[src/gpp_defs.svh]
// Purpose: constants for the four-port general purpose I/O block
// Assumes: register indices are Avalon word addresses (byte address = 4 x index)
// Notes: definitions only
`ifndef GPP_DEFS_SVH
`define GPP_DEFS_SVH

// ----------------------------------------------------------------
// register indices
// ----------------------------------------------------------------
`define GPP_IDX_P3_DATA 32'hFFFFF006
`define GPP_IDX_P4_DATA 32'hFFFFF008
`define GPP_IDX_P5_DATA 32'hFFFFF00A
`define GPP_IDX_P6_DATA 32'hFFFFF00C
`define GPP_IDX_P3_DIR 32'hFFFFF026
`define GPP_IDX_P4_DIR 32'hFFFFF028
`define GPP_IDX_P5_DIR 32'hFFFFF02A
`define GPP_IDX_P6_DIR 32'hFFFFF02C
`define GPP_IDX_P3_PU 32'hFFFFF0A6
`define GPP_IDX_MM 32'hFFFFF04C

// ----------------------------------------------------------------
// reset values and field layout
// ----------------------------------------------------------------
`define GPP_RST_DATA8 8'h00
`define GPP_RST_DATA6 6'h00
`define GPP_RST_DIR8 8'hFF
`define GPP_RST_DIR6 6'h3F
`define GPP_RST_PU 8'h00
`define GPP_RST_MM 2'h0
`define GPP_MM_AD_BIT 0
`define GPP_MM_UA_BIT 1
`define GPP_TMR4_BIT 6
`define GPP_TMR5_BIT 7

// ----------------------------------------------------------------
// noise filter timing
// ----------------------------------------------------------------
`define GPP_CLK_PERIOD_NS 10
`define GPP_NF_TIME_NS 30
`define GPP_NF_CYCLES ((`GPP_NF_TIME_NS + `GPP_CLK_PERIOD_NS - 1) / `GPP_CLK_PERIOD_NS)

`endif

[src/gpp_pkg.sv]
// Purpose: shared types for the four-port general purpose I/O block
// Assumes: constants come from gpp_defs.svh
// Notes: pins of ports 3..6 travel as one packed struct
package gpp_pkg;

  // ----------------------------------------------------------------
  // pin group, one bit per pad
  // ----------------------------------------------------------------
  typedef struct packed {
    logic [5:0] p6;
    logic [7:0] p5;
    logic [7:0] p4;
    logic [7:0] p3;
  } gpp_pins_t;

  // bus answer sequencer
  typedef enum logic [0:0] {
    GPP_BUS_IDLE = 1'b0,
    GPP_BUS_ACK = 1'b1
  } gpp_bus_st_t;

  // ----------------------------------------------------------------
  // state of the port block, except the noise filters and boot_reg
  // ----------------------------------------------------------------
  typedef struct packed {
    gpp_bus_st_t bus_st;
    logic waitreq;
    logic [31:0] rdata;
    logic [7:0] p3;
    logic [7:0] p4;
    logic [7:0] p5;
    logic [5:0] p6;
    logic [7:0] dir3;
    logic [7:0] dir4;
    logic [7:0] dir5;
    logic [5:0] dir6;
    logic [7:0] pu3;
    logic [1:0] mm;
    gpp_pins_t sync1;
    gpp_pins_t sync2;
    gpp_pins_t pin_out;
    gpp_pins_t pin_oe_n;
    logic [7:0] pu_out;
    logic [15:0] ad_rd;
  } gpp_state_t;

  // noise filter state
  typedef struct packed {
    logic [1:0] cnt;
    logic level;
  } gpp_nf_state_t;

endpackage

[src/gpp_noise_filter.sv]
// Purpose: digital noise filter for one timer input
// Assumes: sample_in is already synchronised to clk_in
// Notes: level follows the sample only after COUNT equal differing samples
`timescale 1ns/1ps
`include "gpp_defs.svh"
module gpp_noise_filter #(
  parameter logic [1:0] COUNT = 2'(`GPP_NF_CYCLES)
) (
  input wire logic clk_in,
  input wire logic rst_n_in,
  input wire logic sample_in,
  output logic level_out
);
  import gpp_pkg::*;

  gpp_nf_state_t s_reg;
  gpp_nf_state_t s_next;

  // ----------------------------------------------------------------
  // counting of differing samples
  // ----------------------------------------------------------------
  always_comb begin
    s_next = s_reg;
    if (sample_in == s_reg.level) begin
      s_next.cnt = 2'h0;
    end else if (s_reg.cnt == COUNT - 2'h1) begin
      s_next.cnt = 2'h0;
      s_next.level = sample_in;
    end else begin
      s_next.cnt = s_reg.cnt + 2'h1;
    end
  end

  // state register
  always_ff @(posedge clk_in or negedge rst_n_in) begin
    if (!rst_n_in) begin
      s_reg <= '0;
    end else begin
      s_reg <= s_next;
    end
  end

  assign level_out = s_reg.level;
endmodule

[src/gpp_ports.sv]
// Purpose: general purpose I/O for ports 3 to 6 with an Avalon-MM slave
// Assumes: pins arrive asynchronously; timer and bus controller share clk_in
// Notes: registers sit in data bits 7:0, upper bits read as zero
// Notes on behaviour
// - each port 3 direction bit selects output when 0 and input when 1.
// - reset sets all directions to input, port 3 to FFH and port 6 to 3FH.
// - an input bit reads the pin level and a write only changes the latch.
// - an output bit reads the latch and a written value goes to the pin.
// - port 3 pull-ups follow their select bits, which reset to 00H.
// - port 3 bits 6 and 7 reach the timers through a noise filter.
// - a port 3 pin drives the OR of its latch and the alternate output.
// - ports 4, 5 and 6 have no software pull-up.
// - port 4 and 5 data sit at FFFFF008H and FFFFF00AH and reset to 00H.
// - the mode register moves ports 4 and 5 to the bus, keeping directions.
// - port 6 has six bits, its top two data bits read 0, reset 00H.
// - the mode register moves port 6 to upper address lines, keeping direction.
// - direction and pull-up registers take byte accesses only; a bit changes by read-modify-write.
`timescale 1ns/1ps
`include "gpp_defs.svh"
module gpp_ports (
  input wire logic clk_in,
  input wire logic rst_n_in,
  input wire logic [31:0] avs_address_in,
  input wire logic avs_read_in,
  input wire logic avs_write_in,
  input wire logic [31:0] avs_writedata_in,
  input wire logic [3:0] avs_byteenable_in,
  output logic [31:0] avs_readdata_out,
  output logic avs_waitrequest_out,
  input wire gpp_pkg::gpp_pins_t pins_in,
  output gpp_pkg::gpp_pins_t pins_out,
  output gpp_pkg::gpp_pins_t pins_oe_n_out,
  output logic [7:0] port3_pullup_en_out,
  input wire logic [7:0] timer_alt_output_in,
  output logic timer4_input_out,
  output logic timer5_input_out,
  input wire logic [15:0] multiplexed_address_data_lines_out_in,
  input wire logic multiplexed_address_data_lines_drive_in,
  output logic [15:0] multiplexed_address_data_lines_in_out,
  input wire logic [5:0] upper_address_lines_in,
  output logic [1:0] memory_expansion_mode_out
);
  import gpp_pkg::*;

  gpp_state_t s_reg;
  gpp_state_t s_next;
  logic req;
  logic wr_lo;
  logic [7:0] rd_byte;

  // ----------------------------------------------------------------
  // helpers
  // ----------------------------------------------------------------

  // input bits show the pin, output bits show the latch
  function automatic logic [7:0] port_view(input logic [7:0] latch,
                                           input logic [7:0] pin,
                                           input logic [7:0] dir);
    port_view = (dir & pin) | (~dir & latch);
  endfunction

  // byte lane 0 carries every register
  assign req = avs_read_in | avs_write_in;
  assign wr_lo = avs_write_in & avs_byteenable_in[0];

  // ----------------------------------------------------------------
  // read multiplexer
  // ----------------------------------------------------------------
  always_comb begin
    rd_byte = 8'h00;
    if (avs_address_in == `GPP_IDX_P3_DATA) begin
      rd_byte = port_view(s_reg.p3, s_reg.sync2.p3, s_reg.dir3);
    end else if (avs_address_in == `GPP_IDX_P4_DATA) begin
      rd_byte = port_view(s_reg.p4, s_reg.sync2.p4, s_reg.dir4);
    end else if (avs_address_in == `GPP_IDX_P5_DATA) begin
      rd_byte = port_view(s_reg.p5, s_reg.sync2.p5, s_reg.dir5);
    end else if (avs_address_in == `GPP_IDX_P6_DATA) begin
      rd_byte = port_view({2'h0, s_reg.p6}, {2'h0, s_reg.sync2.p6},
                          {2'h0, s_reg.dir6});
    end else if (avs_address_in == `GPP_IDX_P3_DIR) begin
      rd_byte = s_reg.dir3;
    end else if (avs_address_in == `GPP_IDX_P4_DIR) begin
      rd_byte = s_reg.dir4;
    end else if (avs_address_in == `GPP_IDX_P5_DIR) begin
      rd_byte = s_reg.dir5;
    end else if (avs_address_in == `GPP_IDX_P6_DIR) begin
      rd_byte = {2'h0, s_reg.dir6};
    end else if (avs_address_in == `GPP_IDX_P3_PU) begin
      rd_byte = s_reg.pu3;
    end else if (avs_address_in == `GPP_IDX_MM) begin
      rd_byte = {6'h00, s_reg.mm};
    end else begin
      rd_byte = 8'h00; // unmapped reads as zero
    end
  end

  // ----------------------------------------------------------------
  // next state
  // ----------------------------------------------------------------
  always_comb begin
    s_next = s_reg;

    // two-flop pin synchroniser
    s_next.sync1 = pins_in;
    s_next.sync2 = s_reg.sync1;

    // bus answer: one wait cycle, then accept
    s_next.waitreq = 1'b1;
    case (s_reg.bus_st)
      GPP_BUS_IDLE: begin
        if (req) begin
          s_next.bus_st = GPP_BUS_ACK;
          s_next.waitreq = 1'b0;
          s_next.rdata = {24'h000000, rd_byte};
        end
      end
      GPP_BUS_ACK: begin
        s_next.bus_st = GPP_BUS_IDLE;
        // write lands on the edge that sees waitrequest low
        if (wr_lo) begin
          if (avs_address_in == `GPP_IDX_P3_DATA) begin
            s_next.p3 = avs_writedata_in[7:0];
          end else if (avs_address_in == `GPP_IDX_P4_DATA) begin
            s_next.p4 = avs_writedata_in[7:0];
          end else if (avs_address_in == `GPP_IDX_P5_DATA) begin
            s_next.p5 = avs_writedata_in[7:0];
          end else if (avs_address_in == `GPP_IDX_P6_DATA) begin
            s_next.p6 = avs_writedata_in[5:0];
          end else if (avs_address_in == `GPP_IDX_P3_DIR) begin
            s_next.dir3 = avs_writedata_in[7:0];
          end else if (avs_address_in == `GPP_IDX_P4_DIR) begin
            s_next.dir4 = avs_writedata_in[7:0];
          end else if (avs_address_in == `GPP_IDX_P5_DIR) begin
            s_next.dir5 = avs_writedata_in[7:0];
          end else if (avs_address_in == `GPP_IDX_P6_DIR) begin
            s_next.dir6 = avs_writedata_in[5:0];
          end else if (avs_address_in == `GPP_IDX_P3_PU) begin
            s_next.pu3 = avs_writedata_in[7:0];
          end else if (avs_address_in == `GPP_IDX_MM) begin
            s_next.mm = avs_writedata_in[1:0];
          end
        end
      end
      default: begin
        s_next.bus_st = GPP_BUS_IDLE;
      end
    endcase

    // port 3: latch ORed with alternate output, pull-ups on select
    s_next.pin_out.p3 = s_reg.p3 | timer_alt_output_in;
    s_next.pin_oe_n.p3 = s_reg.dir3;
    s_next.pu_out = s_reg.pu3;

    // ports 4 and 5: bus controller owns pins in expansion mode
    if (s_reg.mm[`GPP_MM_AD_BIT]) begin
      s_next.pin_out.p4 = multiplexed_address_data_lines_out_in[7:0];
      s_next.pin_out.p5 = multiplexed_address_data_lines_out_in[15:8];
      s_next.pin_oe_n.p4 = {8{~multiplexed_address_data_lines_drive_in}};
      s_next.pin_oe_n.p5 = {8{~multiplexed_address_data_lines_drive_in}};
    end else begin
      s_next.pin_out.p4 = s_reg.p4;
      s_next.pin_out.p5 = s_reg.p5;
      s_next.pin_oe_n.p4 = s_reg.dir4;
      s_next.pin_oe_n.p5 = s_reg.dir5;
    end

    // port 6: upper address lines in expansion mode
    if (s_reg.mm[`GPP_MM_UA_BIT]) begin
      s_next.pin_out.p6 = upper_address_lines_in;
      s_next.pin_oe_n.p6 = 6'h00;
    end else begin
      s_next.pin_out.p6 = s_reg.p6;
      s_next.pin_oe_n.p6 = s_reg.dir6;
    end

    // bus controller sees synchronised address/data pins
    s_next.ad_rd = {s_reg.sync2.p5, s_reg.sync2.p4};
  end

  // ----------------------------------------------------------------
  // state register
  // ----------------------------------------------------------------
  always_ff @(posedge clk_in or negedge rst_n_in) begin
    if (!rst_n_in) begin
      s_reg.bus_st <= GPP_BUS_IDLE;
      s_reg.waitreq <= 1'b1;
      s_reg.rdata <= 32'h00000000;
      s_reg.p3 <= `GPP_RST_DATA8;
      s_reg.p4 <= `GPP_RST_DATA8;
      s_reg.p5 <= `GPP_RST_DATA8;
      s_reg.p6 <= `GPP_RST_DATA6;
      s_reg.dir3 <= `GPP_RST_DIR8;
      s_reg.dir4 <= `GPP_RST_DIR8;
      s_reg.dir5 <= `GPP_RST_DIR8;
      s_reg.dir6 <= `GPP_RST_DIR6;
      s_reg.pu3 <= `GPP_RST_PU;
      s_reg.mm <= `GPP_RST_MM;
      s_reg.sync1 <= '0;
      s_reg.sync2 <= '0;
      s_reg.pin_out <= '0;
      s_reg.pin_oe_n <= '1;
      s_reg.pu_out <= `GPP_RST_PU;
      s_reg.ad_rd <= 16'h0000;
    end else begin
      s_reg <= s_next;
    end
  end

  // ----------------------------------------------------------------
  // timer input filters
  // ----------------------------------------------------------------
  gpp_noise_filter u_nf_tmr4 (
    .clk_in(clk_in),
    .rst_n_in(rst_n_in),
    .sample_in(s_reg.sync2.p3[`GPP_TMR4_BIT]),
    .level_out(timer4_input_out)
  );

  gpp_noise_filter u_nf_tmr5 (
    .clk_in(clk_in),
    .rst_n_in(rst_n_in),
    .sample_in(s_reg.sync2.p3[`GPP_TMR5_BIT]),
    .level_out(timer5_input_out)
  );

  // ----------------------------------------------------------------
  // outputs
  // ----------------------------------------------------------------
  assign avs_readdata_out = s_reg.rdata;
  assign avs_waitrequest_out = s_reg.waitreq;
  assign pins_out = s_reg.pin_out;
  assign pins_oe_n_out = s_reg.pin_oe_n;
  assign port3_pullup_en_out = s_reg.pu_out; // pull-ups only on port 3
  assign multiplexed_address_data_lines_in_out = s_reg.ad_rd;
  assign memory_expansion_mode_out = s_reg.mm;

  logic boot_reg;
  always_ff @(posedge clk_in or negedge rst_n_in) begin
    if (!rst_n_in) begin
      boot_reg <= 1'b1;
    end else begin
      boot_reg <= 1'b0;
    end
  end
endmodule

[config.mk]
export PLATFORM = sky130hd
export DESIGN_NAME = gpp_ports
export DESIGN_NICKNAME = d
export VERILOG_FILES = /design/src/gpp_pkg.sv /design/src/gpp_noise_filter.sv /design/src/gpp_ports.sv
export VERILOG_INCLUDE_DIRS = /design/src
export SDC_FILE = /design/constraint.sdc
export NUM_CORES = 1
export LEC_CHECK = 0
export ABC_AREA = 1
export CAP_MARGIN = 30
export CORE_ASPECT_RATIO = 1.5
export CORE_MARGIN = 2
export CORE_UTILIZATION = 25
export CTS_BUF_LIST = sky130_fd_sc_hd__clkbuf_8
export DETAILED_ROUTE_END_ITERATION = 8
export DONT_BUFFER_PORTS = 1
export PLACE_DENSITY = 0.46
export SYNTH_ARGS = -nofsm -noshare
export SYNTH_HDL_FRONTEND = slang
export SYNTH_SLANG_ARGS = --single-unit
[constraint.sdc]
create_clock -name clk_in -period 4.7 [get_ports clk_in]
set_clock_uncertainty 0.05 [all_clocks]
set_input_delay 0.47 -clock clk_in [delete_from_list [all_inputs] [get_ports clk_in]]
set_output_delay 0.47 -clock clk_in [all_outputs]
set_load 0.01 [all_outputs]
## After elaboration in Yosys (flattened, before gate mapping)

Cells that the tools add are included.

- Bits in read-only memories: 0
- Register bits: 230
- Memories: 0
- Latch bits: 0
- Word-level logic and storage cells: 117
- Memory bits (writable): 0

- Reductions and logical operators: 13
- $lt $le $gt $ge: 0
- Div/mod/pow operators: 0
- Add/subtract/negate cells: 2
- $mul: 0
- Multiplexer cells: 21
- Shift-type cells: 0
- Equal/unequal tests: 14
- Bitwise operators: 32

Operators by type and width:

| kind | number |
|---|---|
| 32-bit == test, second input constant | 10 |
| 8-bit 2-to-1 mux | 9 |
| 8-bit bitwise AND | 6 |
| 34-bit 2-to-1 mux | 1 |
| 33-bit 2-to-1 mux | 1 |
| 16-bit 2-to-1 mux | 2 |
| 8-bit OR | 4 |
| 8-bit inverter | 3 |
| 1-bit inverter | 13 |
| 6-bit 2-to-1 mux | 2 |
| 12-bit AND reduction | 1 |
| 11-bit AND reduction | 1 |
| 2-bit 2-to-1 mux | 5 |
| 10-bit AND reduction | 1 |
| 9-bit AND reduction | 1 |
| 8-bit by 6-bit bitwise AND with 8-bit output | 1 |
| 6-bit inverter with 8-bit output | 1 |
| 6-bit by 8-bit OR with 8-bit output | 1 |
| 8-bit AND reduction | 1 |
| 7-bit AND reduction | 1 |
| 6-bit bitwise AND | 1 |
| 2-bit AND reduction | 3 |
| 6-bit AND reduction | 1 |
| 5-bit AND reduction | 1 |
| other kinds (8) | 11 |

## Depth between registers and ports, before layout

Gate-level depths: netlist (run 1).

- Depth in word-level cells: 13
- Depth in mapped cells: 18
- Mapped depth without buffers: 17

## Hierarchy

Synthesis (run 1) repeated with hierarchy kept, for this count alone.

- Cell total of the unflattened synthesis: 1,000
- Area total of the unflattened synthesis: 9,624.2 um^2

By module, submodules not included:

| module | sequential area each (um^2) | area each (um^2) | cells each | times used |
|---|---|---|---|---|
| gpp_ports | 5,681.7 | 9,351.5 | 962 | 1 |
| gpp_noise_filter | 75.1 | 136.4 | 19 | 2 |

## Worst setup path after synthesis (run 1)

Ideal clock, no wire load.

- Path type: input -> register
- Start: input avs_address_in[23]
- End: register s_reg[173] (netlist bit)
- Setup slack: 2.756 ns
- Stages on the path: 12
- Buffers on the path: 2
- Setup time: 0.076 ns
- Data arrival time: 1.818 ns
- Path through: nand2_1 -> nor2_1 -> nand2_1 -> nor2_4 -> and2_1 -> buf_4 -> nand3_4 -> nor3_4 -> buf_6 -> nor2_1 -> a21oi_1 -> inv_1

- Word-level cells in the longest chain between the ends: 3

Ends and longest elaborated chain:

| item | line | text |
|---|---|---|
| from (decl) | gpp_ports.sv:23 | `input wire logic [31:0] avs_address_in,` |
| 32-bit == test (no line) | -- |  |
| 1-bit inverter (no line) | -- |  |
| 8-bit AND reduction (no line) * | -- |  |
| to (signal assigned) | gpp_ports.sv:205 | `s_reg <= s_next;` |
| to (decl) | gpp_ports.sv:45 | `gpp_state_t s_reg;` |

Mark *: on every way between the ends. The rest lies on a longest branch, timed or not.
A chain may end at the register's enable or synchronous reset.

## Final worst setup path (run 1)

- Start: register s_reg[247] (netlist bit)
- End: register s_reg[159] (netlist bit)

- Word-level cells in the longest chain between the ends: 1

Ends and longest elaborated chain:

| item |
|---|
| 10-bit AND reduction (no line) |

Every way passes these cells.

==> impl_metrics.ini, run 1 <==
[clocking]
hold_buffers = 64
clk_pin_slew_ns = 0.07
cts_sinks = 230
cts_tree = built
h-tree-depth = 2
root_buffer = clkbuf_8
clock_path_buffers = 3
cts_resized = 0
clkLatencyLatePin_ns = 0.57
cts_buffers = 39
post_cts_buffers = 0

[logic_synthesis]
synth_top_area_share_pct = 43.41
yosysWarnings = 0
syn_avg_cell_area_sq_um = 9.598
ys_types = 36
yosys-top-cells-count = 230 x nand2_1, 169 x dfrtp_1, 120 x buf_4, 111 x inv_1, 101 x o21ai_0
yosysTopAreaCell = dfrtp_1
synthesis.area_sq_um = 9742
yosysSeqAreaShare_pct = 59.86
yosys-top-cells-area = dfrtp_1 43%, dfstp_2 16%, buf_4 9.2%
synth_cells = 1015
synth_most_common_cell = nand2_1
ys_ff_latch = 230
async_flop_share_pct = 100.0
ys.flop_type = dfrtp_1
synth-edff-count = 0

[setup_path]
crit_path_start_kind = register
cp-end-kind = register
cp.arrival_ns = 2.75
worstPathMaxFanout = 12
r2r_setup_slack_ns = 2.37
path_class = reg2reg
r2r-start = s_reg[247]
r2r_cells = 6
reg2reg_to = s_reg[159]
cp.required_ns = 5.12

[timing]
finalCriticalPeriod_ns = 2.333
setup_viol = 0
tns_ns = 0
relSlewSlack_pct = 44.59
timing.final.max_slew_violations = 0
holdWs_ns = -0.4254
fmaxAchievable_mhz = 428.6
period_share_pct = 49.65
hold_viol_final = 221
rsz0062_at_grt = false
worst_slew_pin_slew_ns = 0.8312

[final_layout]
largest_reg_flops = 67
stdcell_count = 1534
area_growth_pct = 12.54
layout-drive-gt1-share_pct = 14.75
nNetsFinal = 1139
final_area_sq_um = 10960

[die]
row_count = 88
start_util_pct = 25.35
io_pins = 254
die_area_sq_um = 40590
die_x_um = 165.2
core_sq_um = 38430
die_height_um = 245.8

[grt]
antenna_found_initial = 2
grt.total_usage_pct = 14.67
grt_pass1_wl_um = 42720
grt_pass1_vias = 6644
overflow = 0
grt_max_degree = 231

[detailed_routing]
vias = 6329
first_pass_iters = 5
drtIter0Drc = 334
avgRoutedWirePerCell_um = 18.94
antenna_left = 0
drc = 0
drt-total-wl_um = 29060
viasPerCell = 4.126

[flow_run]
cap_violations = 0

[placed_design]
dpl.hpwl_um = 21200
postPlaceCellArea_sq_um = 9460
portBuffers = 0
place_congestion = 0.8999
dp.cells = 1396

[power_and_ir_drop]
power_density_nw_per_um2 = 383.2
p_leak_nw = 4.933
ir_drop_mv = 0.2220

[outcome]
violations = hold timing
status = finished with violations

[worst_hold_path]
hold_class = in2async
-- cells by family after synthesis --
family                    Yosys count  synth area share [%]
AOI/OAI and AO/OA                 152                 8.245
buffers and inverters             251                 14.58
muxes                               2                0.2055
DFF                               230                 59.86
and+or+nand+nor                   377                 16.89
other                               1               0.03849
xor gates and xnor gates            2                0.1798
-- placed cells by master (no fill, tap or decap), types with 24 or more instances in the layout --
cell,instances
dlygate4sd3_1,64
nor2_1,69
conb_1,24
o21ai_0,101
dfstp_2,61
nand2_1,230
clkbuf_8,49
dfrtp_1,168
nand3_1,26
inv_1,122
-- stage by stage --
stage | power, mW | worst slack, ns | hold WS [ns] | utilization, %
finish | 4.201 | 2.367 | -0.4254 | 28.53
global route | 4.386 | 2.201 | -0.4623 | 28.52
CTS | 4.290 | 2.382 | -0.4843 | 28.52
detailed placement | 2.234 | 2.021 | 0.1292 | 24.62
global placement | 2.229 | 1.984 | 0.1325 | 24.62
floorplan | 2.221 | 2.756 | 0.1244 | -
-- power breakdown --
part | internal [mW] | switching (mW)
sequential | 2.05 | 0.0492
clock | 1.11 | 0.849
combinational | 0.0676 | 0.0780
total | 3.23 | 0.976
-- layout make-up --
class / instances / area, sq um
Inverter: 113 / 424.2
Timing Repair Buffer: 65 / 648.1
Clock inverter: 23 / 182.7
Antenna cell: 2 / 5.005
Clock buffer: 49 / 674.4
Tap cell: 495 / 619.3
Sequential cell: 230 / 5833
Multi-Input combinational cell: 557 / 2576
Fill cell: 3991 / 27460
-- critical path, cell delays in order (launching register included) --
cell	delay, ns
dfrtp_1	0.37
inv_1	0.09
nor2_1	0.47
nand2_1	0.26
nor4_1	0.37
nand2_1	0.34
o21ai_0	0.27
-- how the worst max path moves through the flow --
stage / from / end / slack [ns] / depth (start not counted)
global route: s_reg[247] / s_reg[159] / 2.20 / 6
detailed placement: avs_address_in[23] / s_reg[173] / 2.02 / 10
finish: s_reg[247] / s_reg[159] / 2.37 / 6
floorplan: avs_address_in[23] / s_reg[173] / 2.76 / 12
CTS: s_reg[247] / s_reg[159] / 2.38 / 6
global placement: avs_address_in[10] / s_reg[154] / 1.98 / 10
-- per-layer routing --
metal	vias up	wire (um)	GRT usage [%]
met5	-	0	0
met4	0	1542	8.696
met3	64	1678	3.508
met2	192	15220	26.00
met1	3021	10610	15.59
li1	3052	-	-
Note: power is estimated with default switching activity, not from simulation.
==> inputs of run 2 (changes only) <==
--- a/config.mk
+++ b/config.mk
@@ -6,7 +6,7 @@
 export SDC_FILE = /design/constraint.sdc
 export NUM_CORES = 1
 export LEC_CHECK = 0
-export ABC_AREA = 1
+export ABC_AREA = 0
 export CAP_MARGIN = 30
 export CORE_ASPECT_RATIO = 1.5
 export CORE_MARGIN = 2
==> constraint.sdc (replaced) <==
create_clock -name clk_in -period 2.3 [get_ports clk_in]
set_clock_uncertainty 0.05 [all_clocks]
set_input_delay 0.23 -clock clk_in [delete_from_list [all_inputs] [get_ports clk_in]]
set_output_delay 0.23 -clock clk_in [all_outputs]
set_load 0.01 [all_outputs]
==> run 2 against run 1 <==
Against the previous run:
- the run still ends with hold timing left
- non-clock buffer count increased by 55
- core utilization rose by 1.1 points
- routed wire length fell by 0.86%
- clock power rose by 77%
- worst hold slack lost 0.25 ns
- global-route usage is 0.11 points lower
- final cell count is 17% lower
- critical path depth fell by 1
- maximum frequency is 14% higher
- cell area grew 1.8%
- first-iteration DRC count fell by 22%
- clock-buffer cell count fell by 5
- critical path type unchanged
- highest routed layer unchanged
==> impl_metrics.ini, run 2 <==
[outcome]
status = finished with violations
violations = hold timing

[final_layout]
fill_cells = 3901
final_cell_mix = 168 x dfrtp_1, 86 x mux2_2, 70 x dlygate4sd3_1
seqCellArea_sq_um = 5833
stdcell_count = 1269
largest_reg_flops = 67
mostFrequentLayoutCell = dfrtp_1
utilization_pct = 29.63
nNetsFinal = 881
layout-drive-gt1-share_pct = 34.75
multi_input_area_sq_um = 2838
area_growth_pct = 16.66
final_area_sq_um = 11160

[detailed_routing]
first_pass_iters = 4
viasPerCell = 4.353
drc = 0
avgRoutedWirePerCell_um = 22.70
antenna_left = 0
drt-total-wl_um = 28810
vias = 5524
drtIter0Drc = 260

[logic_synthesis]
yosysSeqAreaShare_pct = 60.97
ys_ff_latch = 230
synth_top_area_share_pct = 44.21
syn_avg_cell_area_sq_um = 13.57
synth_most_common_cell = dfrtp_1
synth_cells = 705
async_flop_share_pct = 100.0
yosysTopAreaCell = dfrtp_1
yosysWarnings = 0
synthesis.area_sq_um = 9565
ys_types = 66
yosys-top-cells-area = dfrtp_1 44%, dfstp_2 17%, mux2_2 10%
yosys-top-cells-count = 169 x dfrtp_1, 119 x buf_4, 86 x mux2_2, 61 x dfstp_2, 21 x mux2i_1
synth-edff-count = 0
ys.flop_type = dfrtp_1

[timing]
setup_viol = 0
fin_ws_ns = 0.2450
timing.final.max_slew_violations = 0
fmaxAchievable_mhz = 486.6
period_share_pct = 89.35
finalCriticalPeriod_ns = 2.055
rsz0062_at_grt = false
hold_viol_final = 230
relSlewSlack_pct = 51.71
tns_ns = 0
holdWs_ns = -0.6719
worst_slew_pin_slew_ns = 0.7243

[die]
core_sq_um = 37660
start_util_pct = 25.40
die_area_sq_um = 39870
row_count = 87
die_x_um = 163.7
io_pins = 254
die_height_um = 243.6

[setup_path]
cp-end-kind = register
reg2reg_to = avs_readdata_out[3]
cp.arrival_ns = 2.45
r2r_setup_slack_ns = 0.25
crit_path_start_kind = register
worstPathMaxFanout = 4
path_class = reg2reg
r2r_cells = 5
r2r-start = s_reg[157]
cp.required_ns = 2.69

[clocking]
clock_path_buffers = 3
cts_sinks = 230
root_buffer = clkbuf_8
hold_buffers = 70
cts_tree = built
cts_buffers = 39
clkLatencyLatePin_ns = 0.56
clk_pin_slew_ns = 0.06
cts_resized = 0
h-tree-depth = 2

[power_and_ir_drop]
total_power_mw = 8.088
p_leak_nw = 4.858
ir_drop_mv = 0.5464
power_density_nw_per_um2 = 724.7

[placed_design]
dpl.hpwl_um = 20290
place_congestion = 0.8873
postPlaceCellArea_sq_um = 9736
portBuffers = 0
dp_slack_ns = -0.08963
dp.cells = 1126

[flow_run]
cap_violations = 0

[grt]
overflow = 0
antenna_found_initial = 5
grt_pass1_wl_um = 41410
grt_max_degree = 231
grt.total_usage_pct = 14.56
grt_pass1_vias = 5931

[worst_hold_path]
hold_class = in2async
-- run 2: worst max path at each step --
stage | slack [ns] | from | end | cells past startpoint
floorplan | -0.08 | avs_address_in[26] | s_next[16] | 9
global placement | -0.07 | avs_address_in[26] | s_reg[155] | 7
detailed placement | -0.09 | avs_address_in[26] | s_reg[155] | 7
CTS | 0.26 | s_reg[154] | avs_readdata_out[0] | 7
global route | 0.08 | s_reg[154] | avs_readdata_out[0] | 7
finish | 0.25 | s_reg[157] | avs_readdata_out[3] | 5
-- run 2: critical path, cell delays in order (launching register included) --
cell and delay [ns]:
dfstp_2 0.61, mux2_2 0.41, a32oi_1 0.29, o221ai_1 0.22
buf_4 0.18, a22o_1 0.18
-- run 2: per-layer routing --
layer	up-vias	global-route usage, %	share of wire (%)
met5	-	0	0
met4	0	6.940	3.9
met3	61	3.541	5.8
met2	194	25.53	53
met1	2824	16.41	37
li1	2445	-	-
-- run 2: kinds of logic after synthesis --
family	share of synthesized area, %
flops	60.97
buf+inv	10.40
mux	14.56
simple gates	7.521
compound gates	6.331
xor+xnor	0.1832
other cells	0.03920
-- run 2: power by group --
part	internal [mW]	switching, mW
sequential	4.19	0.108
combinational	0.176	0.155
clock	1.75	1.71
-- run 2: final cells by class --
cell class	count	area share, %
Antenna cell	3	0.06727
Clock buffer	44	5.427
Clock inverter	26	0.9867
Inverter	4	0.1345
Multi-Input combinational cell	353	25.43
Sequential cell	230	52.27
Tap cell	489	5.483
Timing Repair Buffer	120	10.20
-- run 2: what timing repair did --
item                                   CTS  global route
endpoints found under the hold margin  362           230
setup endpoints to repair                0             0
buffers inserted                         0             0
==> inputs of run 3 (changes only) <==
--- a/config.mk
+++ b/config.mk
@@ -14,6 +14,7 @@
 export CTS_BUF_LIST = sky130_fd_sc_hd__clkbuf_8
 export DETAILED_ROUTE_END_ITERATION = 8
 export DONT_BUFFER_PORTS = 1
+export HOLD_SLACK_MARGIN = 0.03
 export PLACE_DENSITY = 0.46
 export SYNTH_ARGS = -nofsm -noshare
 export SYNTH_HDL_FRONTEND = slang
==> constraint.sdc (replaced) <==
create_clock -name clk_in -period 2.5 [get_ports clk_in]
set_clock_uncertainty 0.05 [all_clocks]
set_input_delay 0.25 -clock clk_in [delete_from_list [all_inputs] [get_ports clk_in]]
set_output_delay 0.25 -clock clk_in [all_outputs]
set_load 0.01 [all_outputs]
==> run 3 against run 2 <==
Against the previous run:
- the run still ends with hold timing left
- first-iteration DRC count is 2.3% higher
- routed wire length down 0.56%
- register-to-register slack better by 0.23 ns
- setup slack improved by 0.23 ns
- clock-buffer cell count rose by 11
- via count fell by 1.0%
==> impl_metrics.ini, run 3 (same netlist as run 2, synthesis figures left out) <==
[outcome]
status = finished with violations
violations = hold timing

[timing]
rsz0062_at_grt = false
fmaxAchievable_mhz = 494.9
holdWs_ns = -0.6413
tns_ns = 0
hold_viol_final = 230
fin_ws_ns = 0.4794
relSlewSlack_pct = 53.77
timing.final.max_slew_violations = 0
finalCriticalPeriod_ns = 2.021
period_share_pct = 80.82
worst_slew_pin_slew_ns = 0.6912
setup_viol = 0

[power_and_ir_drop]
p_sw_share_pct = 23.28
ir_drop_mv = 0.3735
p_int_mw = 6.080
power.net_switching_mw = 1.845
clockPowerShare_pct = 46.4
seq_power_share_pct = 49.8
power_density_nw_per_um2 = 704.8
total_power_mw = 7.926
pwr-share-comb_pct = 3.8
p_leak_nw = 4.860

[detailed_routing]
route.met3.wl_um = 1526
drtIter0Drc = 266
wl_met2_um = 15540
viasPerCell = 4.328
first_pass_iters = 4
antenna_left = 0
avgRoutedWirePerCell_um = 22.68
highest_layer = met5
wl_met1_um = 10490
drt-total-wl_um = 28650
vias = 5466
drc = 0

[clocking]
root_buffer = clkbuf_8
cts_sinks = 230
post_cts_buffers = 0
clk_pin_slew_ns = 0.06
cts_buffers = 40
cts_tree = built
hold_buffers = 70
h-tree-depth = 2
cts_resized = 0
clock_path_buffers = 3
clkLatencyLatePin_ns = 0.56

[final_layout]
fill_cells = 3876
nNetsFinal = 873
largest_reg_flops = 67
final_cell_mix = 168 x dfrtp_1, 86 x mux2_2, 70 x dlygate4sd3_1
area_growth_pct = 17.57
mostFrequentLayoutCell = dfrtp_1
final_area_sq_um = 11250
layout-drive-gt1-share_pct = 35.36

[setup_path]
crit_top_cell = o21ai_0
cp.required_ns = 2.92
crit_path_start_kind = register
max_stage_delay_ns = 0.56
slowest_stage = dfstp_2
worstPathMaxFanout = 4
path_class = reg2reg
r2r_setup_slack_ns = 0.48
cp.arrival_ns = 2.45
worstPathCellList = nand3b_1 > a2111oi_0 > buf_4 > o32a_1 > o21ai_0 > o211a_1 > o21ai_0
r2r_cells = 7
cp-end-kind = register

[die]
core_sq_um = 37660
start_util_pct = 25.40
die_area_sq_um = 39870
die_height_um = 243.6
row_count = 87
die_x_um = 163.7
io_pins = 254

[grt]
grt_pass1_wl_um = 41170
grt.total_usage_pct = 14.43
grt_pass1_vias = 6044
grt_max_degree = 231
overflow = 0
antenna_found_initial = 5

[placed_design]
portBuffers = 0
place_congestion = 0.8959
dpl.hpwl_um = 20330
dp_slack_ns = 0.05656
postPlaceCellArea_sq_um = 9668

[flow_run]
cap_violations = 0

[worst_hold_path]
hold_class = in2async
## run 3: cell types whose count changed in the layout (fill, tap and decap cells not counted), moves of 2 or more
cell,delta
buf_4,-9
inv_1,-8
clkinv_2,-2
clkbuf_8,+11
clkinvlp_4,+2
## run 3: path summary, 6_finish.rpt
check                                  start                           end
setup reg to reg                  s_reg[154]           avs_readdata_out[0]
hold reg to reg                  s_next[100]                     s_next[8]
min in group clk_in        avs_address_in[5]  memory_expansion_mode_out[1]
max in group asynchronous           rst_n_in                    s_reg[158]
hold / removal                      rst_n_in                    s_next[96]
setup / recovery                  s_reg[154]           avs_readdata_out[0]
## run 3: worst max-delay path: cells and delay by family (launching register included)
kind            cells  cell delay [ns]
simple gates        1             0.08
flops               1             0.56
buf+inv             1             0.20
compound gates      5             1.06
## run 3: per-stage QoR
stage	instances	hold slack, ns	utilization [%]
2_1_floorplan	728	-0.09559	-
3_3_place_gp	1117	-0.08493	25.67
3_5_place_dp	1117	-0.08462	25.67
4_1_cts	1261	-0.7032	29.85
5_1_grt	1263	-0.6893	29.86
6_report	1263	-0.6413	29.86
## run 3: power by group through the flow
| stage | logic, mW | registers (mW) | clock network [mW] |
|---|---|---|---|
| 6_report | 0.300 | 3.95 | 3.67 |
| 5_1_grt | 0.325 | 3.96 | 3.97 |
| 4_1_cts | 0.304 | 3.95 | 3.84 |
| 3_5_place_dp | 0.183 | 4.02 | 0 |
| 3_3_place_gp | 0.179 | 4.01 | 0 |
| 2_1_floorplan | 0.232 | 3.97 | 0 |
## run 3: metal layers
layer / GRT usage (%) / vias to the layer above
met5: 0 / -
met2: 26.06 / 181
li1: - / 2422
met3: 3.643 / 54
met1: 15.60 / 2807
met4: 6.631 / 2
## run 3: layout make-up
type                    instances  area (sq um)  area share, %
diodes                          2         5.005        0.04450
well taps                     489         611.8          5.441
multi-input cells             353          2838          25.23
inverters                       4         15.01         0.1335
clock buffers                  55         757.0          6.731
clock inverters                19         115.1          1.024
repair buffers                111          1071          9.524
flip-flops and latches        230          5833          51.87
